==> src/verilog/dt_pkg.sv <==
// Shared constants and carriers for the DT data-group initiator
package dt_pkg;
  // Bus data width, cycle counter width and owed-transition counter width
  localparam int WORD_W = 16;
  localparam int CNT_W = 8;
  localparam int OWE_W = 8;
  // pCRC generator, seed and pad filler
  localparam logic [31:0] CRC_POLY = 32'h04C11DB7;
  localparam logic [31:0] CRC_SEED = 32'hFFFFFFFF;
  localparam logic [15:0] PAD_WORD = 16'h0000;
  // Tail lengths in words: pad + two pCRC, or two pCRC only
  localparam logic [1:0] TAIL_PAD_LEN = 2'h3;
  localparam logic [1:0] TAIL_NOPAD_LEN = 2'h2;
  // Reset values
  localparam logic [CNT_W-1:0] CNT_RST = 8'h00;
  localparam logic [OWE_W-1:0] OWE_RST = 8'h00;
  localparam logic [1:0] IDX_RST = 2'h0;
  // Strobe engine states
  typedef enum logic [2:0]
  {
    ST_IDLE = 3'b001,
    ST_SETUP = 3'b010,
    ST_HOLD = 3'b100
  } eng_state_type;
  // Pins arriving from the target
  typedef struct packed
  {
    logic req;
    logic pcrca;
    logic io;
    logic [WORD_W-1:0] db;
  } bus_in_type;
  // Pins driven toward the target
  typedef struct packed
  {
    logic ack;
    logic atn;
    logic db_oe;
    logic [WORD_W-1:0] db;
  } bus_out_type;
  localparam bus_out_type BUS_OUT_RST = {1'b0, 1'b0, 1'b0, 16'h0000};
endpackage

==> src/verilog/dt_initiator.sv <==
// Initiator end of DT data-group transfers with pad and pCRC handling
`timescale 1ns/1ps

// Two-entry style elastic buffer, depth and width set by parameters
module dt_buf #(
  parameter int W = 16,
  parameter int DEPTH = 2
) (
  // Clock and reset
  input wire logic clk,
  input wire logic rst,
  // Filling side
  input wire logic [W-1:0] in_data,
  input wire logic in_valid,
  output logic in_ready,
  // Draining side
  output logic [W-1:0] out_data,
  output logic out_valid,
  input wire logic out_ready
);
  localparam int AW = (DEPTH > 1) ? $clog2(DEPTH) : 1;
  localparam logic [AW-1:0] LAST = AW'(DEPTH - 1);
  localparam logic [AW:0] FULL = (AW + 1)'(DEPTH);
  logic [W-1:0] mem_ff [DEPTH];
  logic [AW-1:0] wr_ff;
  logic [AW-1:0] rd_ff;
  logic [AW:0] cnt_ff;
  logic valid_ff;
  logic ready_ff;
  // Handshakes on each side
  wire push = in_valid & ready_ff;
  wire pop = valid_ff & out_ready;
  wire [AW:0] nxt_cnt = cnt_ff + {{AW{1'b0}}, push} - {{AW{1'b0}}, pop};
  wire [AW-1:0] nxt_wr = (wr_ff == LAST) ? '0 : wr_ff + 1'b1;
  wire [AW-1:0] nxt_rd = (rd_ff == LAST) ? '0 : rd_ff + 1'b1;
  assign in_ready = ready_ff;
  assign out_valid = valid_ff;
  assign out_data = mem_ff[rd_ff];

  // Storage write, no reset needed for data
  always_ff @(posedge clk)
  begin
    if (push)
      mem_ff[wr_ff] <= in_data;
  end

  // Pointers and honest full/empty flags
  always_ff @(posedge clk)
  begin
    if (rst)
    begin
      wr_ff <= '0;
      rd_ff <= '0;
      cnt_ff <= '0;
      valid_ff <= 1'b0;
      ready_ff <= 1'b1;
    end
    else
    begin
      wr_ff <= push ? nxt_wr : wr_ff;
      rd_ff <= pop ? nxt_rd : rd_ff;
      cnt_ff <= nxt_cnt;
      valid_ff <= (nxt_cnt != '0);
      ready_ff <= (nxt_cnt != FULL);
    end
  end
endmodule

// Initiator controller facing the target's REQ, P_CRCA and data pins
module dt_initiator #(
  parameter int TX_DEPTH = 2,
  parameter int RX_DEPTH = 2
) (
  // Clock and reset
  input wire logic core_clk,
  input wire logic sys_rst,
  // Bus pins
  input wire dt_pkg::bus_in_type bus_in,
  output dt_pkg::bus_out_type bus_out,
  // Interval settings in core clock cycles, and the narrow lane select
  input wire logic [dt_pkg::CNT_W-1:0] setup_cycles,
  input wire logic [dt_pkg::CNT_W-1:0] assert_cycles,
  input wire logic narrow_mode,
  // Words toward the target
  input wire logic [dt_pkg::WORD_W-1:0] tx_data,
  input wire logic tx_valid,
  output logic tx_ready,
  // Words from the target
  output logic [dt_pkg::WORD_W-1:0] rx_data,
  output logic rx_valid,
  input wire logic rx_ready,
  // Group status
  output logic group_done,
  output logic crc_err,
  input wire logic atn_clr
);
  import dt_pkg::*;

  // Synchroniser stages and edge history
  bus_in_type in_s1_ff;
  bus_in_type in_s2_ff;
  logic req_s3_ff;
  // Strobe engine
  eng_state_type st_ff;
  eng_state_type nxt_st;
  logic [CNT_W-1:0] cnt_ff;
  logic [CNT_W-1:0] nxt_cnt;
  bus_out_type out_ff;
  bus_out_type nxt_out;
  // ACK transitions owed to the target
  logic [OWE_W-1:0] owe_ff;
  logic [OWE_W-1:0] tail_owe_ff;
  logic [OWE_W-1:0] next_owe_ff;
  // Outgoing tail tracking
  logic tail_on_ff;
  logic pad_ff;
  logic [1:0] tail_idx_ff;
  // Incoming tail tracking
  logic rx_tail_ff;
  logic rx_lo_got_ff;
  logic [15:0] rx_lo_ff;
  logic rx_bad_ff;
  // Running pCRC and status
  logic [31:0] crc_ff;
  logic done_ff;
  logic err_ff;
  // Buffer taps
  logic [15:0] txb_data;
  logic txb_valid;
  logic rxb_ready;

  // Bit-serial pCRC step over one 16-bit word, MSB first
  function automatic logic [31:0] crc_next(input logic [31:0] c, input logic [15:0] w);
    logic [31:0] r;
    r = c;
    for (int i = 15; i >= 0; i--)
      r = (r[31] ^ w[i]) ? ((r << 1) ^ CRC_POLY) : (r << 1);
    return r;
  endfunction

  // Edge and direction decode on synchronised pins
  wire req_edge = in_s2_ff.req ^ req_s3_ff;
  wire rx_dir = in_s2_ff.io;
  wire pc = in_s2_ff.pcrca;
  // Narrow mode keeps the low lane and discards undefined upper bits
  wire [15:0] rx_word = narrow_mode ? {8'h00, in_s2_ff.db[7:0]} : in_s2_ff.db;

  // Incoming group decode
  wire rx_data_edge = req_edge & rx_dir & ~pc;
  wire rx_tail_edge = req_edge & rx_dir & pc;
  wire rx_pad_edge = rx_tail_edge & ~rx_tail_ff & ~in_s2_ff.req;
  wire rx_hi_edge = rx_tail_edge & ~rx_pad_edge & rx_lo_got_ff;
  wire rx_lo_edge = rx_tail_edge & ~rx_pad_edge & ~rx_lo_got_ff;
  // Data after the tail started, or an overrun, is a malformed group
  wire rx_bad = rx_data_edge & (rx_tail_ff | ~rxb_ready);
  wire rx_mismatch = rx_hi_edge & ({rx_word, rx_lo_ff} != crc_ff);
  wire rx_fail = rx_mismatch | (rx_hi_edge & (rx_bad_ff | rx_bad));

  // Outgoing edge sorting
  wire tx_data_edge = req_edge & ~rx_dir & ~pc;
  wire tx_tail_edge = req_edge & ~rx_dir & pc;
  wire tx_first_tail = tx_tail_edge & ~tail_on_ff;

  // Engine launch choice: owed data first, then the tail
  wire idle = (st_ff == ST_IDLE);
  wire owe_any = (owe_ff != OWE_RST);
  wire take_data = owe_any & (rx_dir ? rxb_ready : txb_valid);
  wire take_tail = ~rx_dir & ~owe_any & (tail_owe_ff != OWE_RST);
  wire start = idle & (take_data | take_tail);
  wire start_tx = start & ~rx_dir;

  // Tail word selection: pad, then low and high pCRC halves
  wire [1:0] tail_len = pad_ff ? TAIL_PAD_LEN : TAIL_NOPAD_LEN;
  wire tail_is_pad = pad_ff & (tail_idx_ff == IDX_RST);
  wire tail_is_lo = (tail_idx_ff == {1'b0, pad_ff});
  wire [15:0] tail_word = tail_is_pad ? PAD_WORD : (tail_is_lo ? crc_ff[15:0] : crc_ff[31:16]);
  wire tail_last = take_tail & (tail_idx_ff == tail_len - 2'h1);
  wire [15:0] tx_lane = narrow_mode ? {8'h00, txb_data[7:0]} : txb_data;
  wire [15:0] load_word = take_data ? tx_lane : tail_word;
  wire tx_crc_upd = start_tx & (take_data | tail_is_pad);
  wire tx_end = start_tx & tail_last;

  // Owed-transition counters, one ACK per REQ transition
  wire [OWE_W-1:0] owe_add = (rx_dir | (tx_data_edge & ~tail_on_ff)) & req_edge ? 8'h01 : 8'h00;
  wire [OWE_W-1:0] owe_dec = (start & take_data) ? 8'h01 : 8'h00;
  wire [OWE_W-1:0] owe_mrg = tx_end ? next_owe_ff : OWE_RST;
  wire [OWE_W-1:0] nxt_owe = owe_ff + owe_add + owe_mrg - owe_dec;
  wire [OWE_W-1:0] nxt_tail_owe = tail_owe_ff + {7'h00, tx_tail_edge} - {7'h00, start & take_tail};
  wire [OWE_W-1:0] nxt_next_owe = tx_end ? {7'h00, tx_data_edge & tail_on_ff}
                                         : next_owe_ff + {7'h00, tx_data_edge & tail_on_ff};

  // Running pCRC update, reseeded at the end of every group
  wire [15:0] crc_in = rx_dir ? rx_word : load_word;
  wire crc_upd = rx_data_edge | rx_pad_edge | tx_crc_upd;
  wire grp_end = rx_hi_edge | tx_end;
  wire [31:0] nxt_crc = grp_end ? CRC_SEED : (crc_upd ? crc_next(crc_ff, crc_in) : crc_ff);
  wire [CNT_W-1:0] cnt_dec = cnt_ff - 8'h01;

  // Input synchronisers; first stage feeds only the second
  // Reset to the idle levels, else an unknown edge history poisons the counters
  always_ff @(posedge core_clk)
  begin
    if (sys_rst)
    begin
      in_s1_ff <= '0;
      in_s2_ff <= '0;
      req_s3_ff <= 1'b0;
    end
    else
    begin
      in_s1_ff <= bus_in;
      in_s2_ff <= in_s1_ff;
      req_s3_ff <= in_s2_ff.req;
    end
  end

  // Strobe engine: setup when sending, toggle, then hold for the assertion period
  always_comb
  begin
    nxt_st = st_ff;
    nxt_cnt = cnt_ff;
    nxt_out = out_ff;
    nxt_out.atn = (out_ff.atn & ~atn_clr) | rx_fail | rx_bad;
    case (st_ff)
      ST_IDLE:
      begin
        // Target owns the lines when it sends
        if (rx_dir)
          nxt_out.db_oe = 1'b0;
        if (start & rx_dir)
        begin
          // Receive: answer the REQ edge straight away
          nxt_out.ack = ~out_ff.ack;
          nxt_cnt = assert_cycles;
          nxt_st = ST_HOLD;
        end
        else if (start_tx)
        begin
          // Send: put the word out before the setup wait
          nxt_out.db = load_word;
          nxt_out.db_oe = 1'b1;
          nxt_cnt = setup_cycles;
          nxt_st = ST_SETUP;
        end
      end
      ST_SETUP:
      begin
        if (cnt_ff == CNT_RST)
        begin
          nxt_out.ack = ~out_ff.ack;
          nxt_cnt = assert_cycles;
          nxt_st = ST_HOLD;
        end
        else
          nxt_cnt = cnt_dec;
      end
      ST_HOLD:
      begin
        // Data and ACK stay put for the whole period
        if (cnt_ff == CNT_RST)
          nxt_st = ST_IDLE;
        else
          nxt_cnt = cnt_dec;
      end
      default:
      begin
        nxt_st = ST_IDLE;
        nxt_cnt = CNT_RST;
      end
    endcase
  end

  // Engine registers
  always_ff @(posedge core_clk)
  begin
    if (sys_rst)
    begin
      st_ff <= ST_IDLE;
      cnt_ff <= CNT_RST;
      out_ff <= BUS_OUT_RST;
    end
    else
    begin
      st_ff <= nxt_st;
      cnt_ff <= nxt_cnt;
      out_ff <= nxt_out;
    end
  end

  // Owed counters and outgoing tail state
  always_ff @(posedge core_clk)
  begin
    if (sys_rst)
    begin
      owe_ff <= OWE_RST;
      tail_owe_ff <= OWE_RST;
      next_owe_ff <= OWE_RST;
      tail_on_ff <= 1'b0;
      pad_ff <= 1'b0;
      tail_idx_ff <= IDX_RST;
    end
    else
    begin
      owe_ff <= nxt_owe;
      tail_owe_ff <= nxt_tail_owe;
      next_owe_ff <= nxt_next_owe;
      // REQ level just before the first P_CRCA edge decides the pad;
      // the edge itself has already flipped the synchronised level
      tail_on_ff <= tx_end ? 1'b0 : (tail_on_ff | tx_first_tail);
      pad_ff <= tx_first_tail ? req_s3_ff : pad_ff;
      tail_idx_ff <= tx_end ? IDX_RST : tail_idx_ff + {1'b0, start_tx & take_tail};
    end
  end

  // Incoming tail state and pCRC
  always_ff @(posedge core_clk)
  begin
    if (sys_rst)
    begin
      rx_tail_ff <= 1'b0;
      rx_lo_got_ff <= 1'b0;
      rx_lo_ff <= 16'h0000;
      rx_bad_ff <= 1'b0;
      crc_ff <= CRC_SEED;
    end
    else
    begin
      rx_tail_ff <= ~rx_hi_edge & (rx_tail_ff | rx_tail_edge);
      rx_lo_got_ff <= ~rx_hi_edge & (rx_lo_got_ff | rx_lo_edge);
      rx_lo_ff <= rx_lo_edge ? rx_word : rx_lo_ff;
      rx_bad_ff <= ~rx_hi_edge & (rx_bad_ff | rx_bad);
      crc_ff <= nxt_crc;
    end
  end

  // One-cycle group status pulses
  always_ff @(posedge core_clk)
  begin
    if (sys_rst)
    begin
      done_ff <= 1'b0;
      err_ff <= 1'b0;
    end
    else
    begin
      done_ff <= grp_end;
      err_ff <= rx_fail;
    end
  end

  // Outgoing words wait here; a stall from the user holds the ACK
  dt_buf #(.W(WORD_W), .DEPTH(TX_DEPTH)) u_txbuf (
    .clk(core_clk),
    .rst(sys_rst),
    .in_data(tx_data),
    .in_valid(tx_valid),
    .in_ready(tx_ready),
    .out_data(txb_data),
    .out_valid(txb_valid),
    .out_ready(start_tx & take_data)
  );

  // Incoming words; no ACK while it is full, so the offset paces the target
  dt_buf #(.W(WORD_W), .DEPTH(RX_DEPTH)) u_rxbuf (
    .clk(core_clk),
    .rst(sys_rst),
    .in_data(rx_word),
    .in_valid(rx_data_edge),
    .in_ready(rxb_ready),
    .out_data(rx_data),
    .out_valid(rx_valid),
    .out_ready(rx_ready)
  );

  assign bus_out = out_ff;
  assign group_done = done_ff;
  assign crc_err = err_ff;
endmodule

==> config.mk <==
export PLATFORM = sky130hd
export DESIGN_NAME = dt_initiator
export DESIGN_NICKNAME = d
export VERILOG_FILES = /design/src/verilog/dt_pkg.sv /design/src/verilog/dt_initiator.sv
export SDC_FILE = /design/constraint.sdc
export NUM_CORES = 1
export LEC_CHECK = 0
export BUFFER_PORTS_ARGS = -buffer_cell sky130_fd_sc_hd__buf_2
export CORE_UTILIZATION = 43
export DETAILED_ROUTE_END_ITERATION = 10
export GPL_ROUTABILITY_DRIVEN = 0
export HOLD_SLACK_MARGIN = 0.1
export PLACE_DENSITY_LB_ADDON = 0.15
export SYNTH_ARGS = -nofsm -noshare
export SYNTH_HDL_FRONTEND = slang
export SYNTH_SLANG_ARGS = --single-unit
==> constraint.sdc <==
create_clock -name core_clk -period 6.9 [get_ports core_clk]
set_input_delay 0.69 -clock core_clk [delete_from_list [all_inputs] [get_ports core_clk]]
set_output_delay 0.69 -clock core_clk [all_outputs]
set_load 0.02 [all_outputs]
==> impl_metrics.prom, run 1 <==
# TYPE chip_impl_metric gauge
chip_impl_info{name="run_status",value="finished clean"} 1
chip_impl_metric{name="cts_htree_levels",unit=""} 1
chip_impl_metric{name="syn-mean-instance-area",unit="um2"} 10.1
chip_impl_metric{name="max_slew.worst_pin.slew",unit="ns"} 1.09
chip_impl_metric{name="total_die_area",unit="um2"} 28900
chip_impl_metric{name="number_of_primary_i_o_pins",unit=""} 96
chip_impl_info{name="timing.critical_path.to_type",value="flop"} 1
chip_impl_info{name="cp_cell_sequence",value="mux2i_2 -> a21o_1 -> a21oi_1 -> nand2_1 -> nor3_1 -> buf_4 -> nand2_1 -> ha_1 -> inv_1 -> ha_1 -> a21o_1 -> a21o_1 -> a21o_1 -> a21oi_1 -> o21bai_1 -> a21oi_1 -> xnor2_1 -> nor2_1"} 1
chip_impl_metric{name="die_w",unit="um"} 170
chip_impl_metric{name="post_route_cells_drive_above_1_share",unit="%"} 15.5
chip_impl_metric{name="row_count",unit=""} 61
chip_impl_metric{name="required",unit="ns"} 7.32
chip_impl_metric{name="fillers",unit=""} 2659
chip_impl_info{name="worst-setup-path-type",value="flop to flop"} 1
chip_impl_metric{name="clock_latency",unit="ns"} 0.54
chip_impl_metric{name="routed_wire_length_per_instance",unit="um"} 18.6
chip_impl_metric{name="clock-skew-final",unit="ns"} 0.00945
chip_impl_metric{name="antenna_violating_nets_remaining",unit=""} 0
chip_impl_metric{name="first_global_vias",unit=""} 8208
chip_impl_metric{name="diodes",unit=""} 0
chip_impl_metric{name="finalCriticalPeriod",unit="ns"} 5.18
chip_impl_metric{name="remaining_design_rule_violation_count",unit=""} 0
chip_impl_metric{name="die-height",unit="um"} 170
chip_impl_metric{name="area_growth",unit="%"} 12.9
chip_impl_metric{name="worst_slew_margin_rel",unit="%"} 27.0
chip_impl_metric{name="detailedPlacementHpwl",unit="um"} 22900
chip_impl_metric{name="postCtsHoldBufs",unit=""} 0
chip_impl_metric{name="cts_buffer_depth",unit=""} 3
chip_impl_metric{name="synth-warning-count",unit=""} 0
chip_impl_info{name="slowest_stage",value="dfxtp_1"} 1
chip_impl_metric{name="antenna_found_initial",unit=""} 0
chip_impl_metric{name="final_number_of_max_transition_violations",unit=""} 0
chip_impl_metric{name="global_route.overflow_total",unit=""} 0
chip_impl_info{name="ys_dominant_reg_cell",value="dfxtp_1"} 1
chip_impl_metric{name="synthesis.area",unit="um2"} 12100
chip_impl_metric{name="grt_max_degree",unit=""} 92
chip_impl_info{name="cts_tree",value="done"} 1
chip_impl_info{name="critical-path-top-cell-by-count",value="a21o_1"} 1
chip_impl_metric{name="grt_first_pass_wirelength",unit="um"} 47800
chip_impl_info{name="grt_setup_unrepaired",value="no"} 1
chip_impl_metric{name="slowest_delay",unit="ns"} 0.81
chip_impl_metric{name="first_pass_iters",unit=""} 6
chip_impl_metric{name="groute.usage.overall",unit="%"} 21.8
chip_impl_metric{name="numPortBuffers",unit=""} 95
chip_impl_metric{name="cts_inserted_buffers",unit=""} 25
chip_impl_metric{name="drv.max_cap_violation_count",unit=""} 0
chip_impl_metric{name="hold_viol_final",unit=""} 0
chip_impl_metric{name="finalSetupViolCount",unit=""} 0
chip_impl_metric{name="cts.clk_slew.worst_paths",unit="ns"} 0.06
chip_impl_metric{name="worstPathMaxFanout",unit=""} 29
chip_impl_metric{name="worst-path-buf-inv",unit=""} 2
chip_impl_metric{name="clock_sinks",unit=""} 228
chip_impl_metric{name="buffers_inserted_during_post_cts_setup_optimization",unit=""} 0
chip_impl_metric{name="synth.yosys.seq_area_share",unit="%"} 43.0
chip_impl_info{name="worstHoldPathType",value="primary input to flop"} 1
chip_impl_metric{name="routed_via_density",unit=""} 5.25
chip_impl_metric{name="synth_edf_count",unit=""} 64
chip_impl_metric{name="worst_ep_arrival_time",unit="ns"} 5.59
chip_impl_metric{name="post-route-period-util",unit="%"} 75.0
chip_impl_info{name="crit_path_max_delay_family",value="compound AO/OA/AOI/OAI gates"} 1
chip_impl_metric{name="floorplan.core_area",unit="um2"} 27800
chip_impl_metric{name="route.vias.total",unit=""} 8773
chip_impl_metric{name="postCtsResizedCells",unit=""} 0
chip_impl_metric{name="layout.nets",unit=""} 1369
chip_impl_metric{name="max_clock_freq",unit="MHz"} 193
chip_impl_metric{name="initial_util",unit="%"} 43.6
chip_impl_metric{name="initial_drc_count",unit=""} 693
chip_impl_info{name="clk_root_buffer_cell",value="clkbuf_16"} 1
chip_impl_metric{name="syn-instance-count",unit=""} 1204
chip_impl_metric{name="drt_total_wl",unit="um"} 31100
chip_impl_metric{name="totalNegativeSetupSlack",unit="ns"} 0
chip_impl_metric{name="async_set_reset_flop_share_out_of_synthesis",unit="%"} 0
chip_impl_metric{name="yosys_register_bits",unit=""} 228
chip_impl_metric{name="synth_fp_nets",unit=""} 1299
chip_impl_info{name="start_kind",value="flop"} 1
chip_impl_metric{name="yosysUniqueCellTypes",unit=""} 83
==> stage by stage <==
step                      area, um2  hold WS, ns  std cells  utilization, %  setup WS, ns
after floorplan               12100        0.414       1204               -          2.82
after CTS                     13700        0.327       1671            49.3          1.77
final                         13700        0.348       1671            49.3          1.72
after global routing          13700        0.332       1671            49.3          1.25
after detailed placement      12900        0.423       1625            46.3          1.79
after global placement        12900        0.419       1625            46.3          1.92
==> final timing paths <==
path / to / slack, ns / startpoint / depth (start not counted)
max: owe_ff[7]$_SDFF_PP0_ / 1.72 / rx_dir$_SDFF_PP0_ / 18
min: u_txbuf.mem_ff[1][4]$_DFFE_PP_ / 0.35 / tx_data[4] / 1
max reg2reg: owe_ff[7]$_SDFF_PP0_ / 1.72 / rx_dir$_SDFF_PP0_ / 18
min reg2reg: in_s2_ff[3]$_SDFF_PP0_ / 0.44 / in_s1_ff[3]$_SDFF_PP0_ / 1
==> registers in the layout (all words and copies together) (netlist names), 2 cells and up, named ones only <==
register and flops:
cnt_ff 8, u_rxbuf.cnt_ff 2, st_ff 3, u_txbuf.cnt_ff 2
u_txbuf.mem_ff 32, bus_out 19, next_owe_ff 8, in_s1_ff 19
tail_owe_ff 8, tail_idx_ff 2, u_rxbuf.mem_ff 32, owe_ff 8
crc_ff 32, in_s2_ff 17, rx_lo_ff 16
==> routing by layer <==
metal	track usage (%)	vias to the layer above	wire, um
met5	0	-	0
li1	-	4339	-
met2	35.7	216	14600
met1	29.4	4164	14000
met4	7.09	0	865
met3	3.16	54	1640
==> Yosys cell counts (all sizes together) (14+ instances only) <==
master | number | area [um2]
a22oi | 17 | 128
o211ai | 25 | 201
a21oi | 49 | 249
dfxtp | 164 | 3280
inv | 56 | 210
clkbuf | 38 | 143
buf | 24 | 130
nor2 | 107 | 409
mux2i | 32 | 324
xnor2 | 107 | 982
xor2 | 57 | 533
mux2 | 25 | 282
xnor3 | 16 | 363
nand2b | 14 | 87.6
nand2 | 66 | 248
a211oi | 20 | 180
o21ai | 42 | 210
nor2b | 69 | 432
edfxtp | 64 | 1920
nor3 | 16 | 80.1
ha | 35 | 438
nand3 | 18 | 90.1
==> layout make-up <==
type	count	area [um2]	share of cell area (%)
flip-flops and latches	228	5200	38.0
inverters	56	210	1.54
repair buffers	105	553	4.04
well taps	378	473	3.46
clock inverters	11	126	0.923
multi-input cells	858	6430	47.0
clock buffers	35	683	4.99
==> placed cells by master (no fill, tap or decap), drive strengths merged, types with 14 or more instances in the layout <==
master / count
dfxtp: 164
mux2i: 32
nor3: 16
nor2: 107
clkbuf: 35
o21ai: 42
nor2b: 69
mux2: 25
nand3: 18
nand2b: 14
xor2: 57
edfxtp: 64
ha: 35
a22oi: 17
buf: 105
o211ai: 25
xnor2: 107
inv: 59
nand2: 66
a211oi: 20
xnor3: 16
a21oi: 49
==> cell families (layout without fill, tap and decap cells) <==
| group | count (synthesis) | after routing | share of synthesized area [%] |
|---|---|---|---|
| multiplexers | 57 | 57 | 5.00 |
| buffers and inverters | 118 | 207 | 3.99 |
| flip-flops | 228 | 228 | 43.0 |
| AND/OR/NAND/NOR | 360 | 360 | 15.4 |
| AO/OA/AOI/OAI | 222 | 222 | 12.9 |
| XOR/XNOR | 181 | 181 | 15.7 |
| adder cells (fa/ha/maj) | 38 | 38 | 4.11 |
Power of run 1 is left out: the tool's default activity adds up to more than one toggle a clock period on the data nets, which glitch-free logic cannot reach.
==> inputs of run 2 (changes only) <==
Clock period 6.9 ns to 4.6 ns, I/O delays scaled along.
==> run 2 against run 1 <==
Net effect: sequential cell count did not move; worst hold slack got worse by 0.23 ns; wire length rose by 2.6%; critical endpoint is now crc_ff[13]$_SDFFE_PP1P_; first-iteration DRC count fell by 7.5%; cell count rose by 1.9%; via count rose by 1.5%; register-to-register slack got worse by 1.3 ns; global-route usage rose by 0.56 points.
==> impl_metrics.prom, run 2 (same netlist as run 1, synthesis figures left out) <==
# TYPE chip_impl_metric gauge
chip_impl_metric{name="drt_total_wl",unit="um"} 31900
chip_impl_metric{name="post-route-period-util",unit="%"} 90.0
chip_impl_metric{name="finalCriticalPeriod",unit="ns"} 4.14
chip_impl_metric{name="worst_slew_margin_rel",unit="%"} 30.6
chip_impl_metric{name="clock_latency",unit="ns"} 0.53
chip_impl_metric{name="clock-skew-final",unit="ns"} 0.0106
chip_impl_metric{name="diodes",unit=""} 0
chip_impl_info{name="cts_tree",value="done"} 1
chip_impl_metric{name="groute.usage.overall",unit="%"} 22.3
chip_impl_metric{name="antenna_found_initial",unit=""} 0
chip_impl_metric{name="floorplan.core_area",unit="um2"} 27800
chip_impl_metric{name="remaining_design_rule_violation_count",unit=""} 0
chip_impl_metric{name="fillers",unit=""} 2634
chip_impl_metric{name="grt_first_pass_wirelength",unit="um"} 49100
chip_impl_metric{name="cts_htree_levels",unit=""} 1
chip_impl_metric{name="final_number_of_max_transition_violations",unit=""} 0
chip_impl_metric{name="layout.nets",unit=""} 1400
chip_impl_info{name="timing.critical_path.to_type",value="flop"} 1
chip_impl_metric{name="grt_max_degree",unit=""} 79
chip_impl_info{name="layout_top_registers",value="crc_ff (32), u_rxbuf.mem_ff (32), u_txbuf.mem_ff (32)"} 1
chip_impl_info{name="critical-path-top-cell-by-count",value="xnor3_1"} 1
chip_impl_metric{name="postCtsHoldBufs",unit=""} 4
chip_impl_metric{name="antenna_violating_nets_remaining",unit=""} 0
chip_impl_metric{name="numPortBuffers",unit=""} 95
chip_impl_metric{name="postCtsResizedCells",unit=""} 0
chip_impl_metric{name="max_clock_freq",unit="MHz"} 242
chip_impl_metric{name="placedCellCount",unit=""} 1652
chip_impl_metric{name="global_route.overflow_total",unit=""} 0
chip_impl_info{name="worstHoldPathType",value="primary input to flop"} 1
chip_impl_metric{name="route.vias.total",unit=""} 8908
chip_impl_info{name="clk_root_buffer_cell",value="clkbuf_16"} 1
chip_impl_metric{name="die_w",unit="um"} 170
chip_impl_metric{name="finalNonFillerCells",unit=""} 1702
chip_impl_metric{name="hold_viol_final",unit=""} 0
chip_impl_info{name="mostFrequentLayoutCell",value="dfxtp_1"} 1
chip_impl_info{name="crit_path_max_delay_family",value="XOR/XNOR gates"} 1
chip_impl_metric{name="area_growth",unit="%"} 15.1
chip_impl_metric{name="worstPathMaxFanout",unit=""} 16
chip_impl_metric{name="detailedPlacementHpwl",unit="um"} 23800
chip_impl_info{name="worst-setup-path-type",value="flop to flop"} 1
chip_impl_metric{name="drv.max_cap_violation_count",unit=""} 0
chip_impl_metric{name="number_of_primary_i_o_pins",unit=""} 96
chip_impl_metric{name="finalSetupViolCount",unit=""} 0
chip_impl_info{name="slowest_stage",value="dfxtp_1"} 1
chip_impl_metric{name="slowest_delay",unit="ns"} 0.67
chip_impl_metric{name="initial_drc_count",unit=""} 641
chip_impl_info{name="cp_cell_sequence",value="and3b_1 -> a22o_1 -> o211ai_1 -> a221oi_4 -> xnor3_1 -> xnor3_2 -> xnor2_2 -> xor2_1 -> xnor3_1 -> o21ai_1"} 1
chip_impl_metric{name="die-height",unit="um"} 170
chip_impl_metric{name="buffers_inserted_during_post_cts_setup_optimization",unit=""} 0
chip_impl_metric{name="first_pass_iters",unit=""} 7
chip_impl_metric{name="required",unit="ns"} 5.06
chip_impl_metric{name="max_slew.worst_pin.slew",unit="ns"} 1.03
chip_impl_info{name="mostFrequentLayoutCells",value="164 x dfxtp_1, 106 x nor2_1, 101 x xnor2_1, 94 x buf_2, 69 x nor2b_1"} 1
chip_impl_info{name="grt_setup_unrepaired",value="no"} 1
chip_impl_metric{name="cts.clk_slew.worst_paths",unit="ns"} 0.06
chip_impl_metric{name="worst_ep_arrival_time",unit="ns"} 4.60
chip_impl_metric{name="clock_sinks",unit=""} 228
chip_impl_metric{name="routed_via_density",unit=""} 5.23
chip_impl_metric{name="cts_buffer_depth",unit=""} 3
chip_impl_metric{name="worst-path-buf-inv",unit=""} 0
chip_impl_metric{name="total_die_area",unit="um2"} 28900
chip_impl_info{name="run_status",value="finished clean"} 1
chip_impl_metric{name="routed_wire_length_per_instance",unit="um"} 18.7
chip_impl_info{name="start_kind",value="flop"} 1
chip_impl_metric{name="initial_util",unit="%"} 43.6
chip_impl_metric{name="row_count",unit=""} 61
chip_impl_metric{name="cts_inserted_buffers",unit=""} 25
chip_impl_metric{name="first_global_vias",unit=""} 8439
chip_impl_metric{name="post_route_cells_drive_above_1_share",unit="%"} 17.1
chip_impl_metric{name="totalNegativeSetupSlack",unit="ns"} 0
-- run 2: changes by cell type in the layout (fill, tap and decap cells not counted), moves of 2 or more --
| cell | before | now |
|---|---|---|
| clkinv_2 | 4 | 2 |
| clkinvlp_2 | 0 | 2 |
| buf_4 | 11 | 38 |
| clkbuf_8 | 2 | 0 |
| bufinv_16 | 2 | 4 |
| dlygate4sd3_1 | 0 | 4 |
-- run 2: final timing paths --
path         slack [ns]  cells after the start                       from                              end
min                0.12                      1                tx_data[12]  u_txbuf.mem_ff[0][12]$_DFFE_PP_
max                0.46                     10  tail_idx_ff[0]$_SDFF_PP0_          crc_ff[13]$_SDFFE_PP1P_
min reg2reg        0.44                      1     in_s1_ff[2]$_SDFF_PP0_           in_s2_ff[2]$_SDFF_PP0_
max reg2reg        0.46                     10  tail_idx_ff[0]$_SDFF_PP0_          crc_ff[13]$_SDFFE_PP1P_
-- run 2: layer usage --
metal	up-vias	wire, um	track usage [%]
met3	55	1750	3.44
li1	4388	-	-
met5	-	0	0
met1	4219	14200	30.0
met2	246	15100	36.9
met4	0	840	6.78
-- run 2: final cells by class --
cell class              instances  area (um2)  area share, %
clock buffers                  33         656           4.70
clock inverters                13         171           1.23
inverters                      56         210           1.51
multi-input cells             858        6430           46.1
flip-flops and latches        228        5200           37.3
well taps                     378         473           3.39
repair buffers                136         796           5.71
-- run 2: worst reg2reg max path, cell delays in order (launching register included) --
cell and delay [ns]:
dfxtp_1 0.67, and3b_1 0.54, a22o_1 0.24, o211ai_1 0.16, a221oi_4 0.51, xnor3_1 0.50
xnor3_2 0.33, xnor2_2 0.45, xor2_1 0.30, xnor3_1 0.26, o21ai_1 0.11
-- run 2: metrics by stage --
step / worst slack [ns] / util [%] / area (um2) / hold slack, ns
2_1_floorplan: 0.524 / - / 12100 / 0.414
3_3_place_gp: 0.654 / 47.1 / 13100 / 0.416
3_5_place_dp: 0.519 / 47.1 / 13100 / 0.421
4_1_cts: 0.498 / 50.2 / 13900 / 0.101
5_1_grt: 0.217 / 50.2 / 13900 / 0.106
6_report: 0.461 / 50.2 / 13900 / 0.121
Power of run 2 is left out for the same reason.
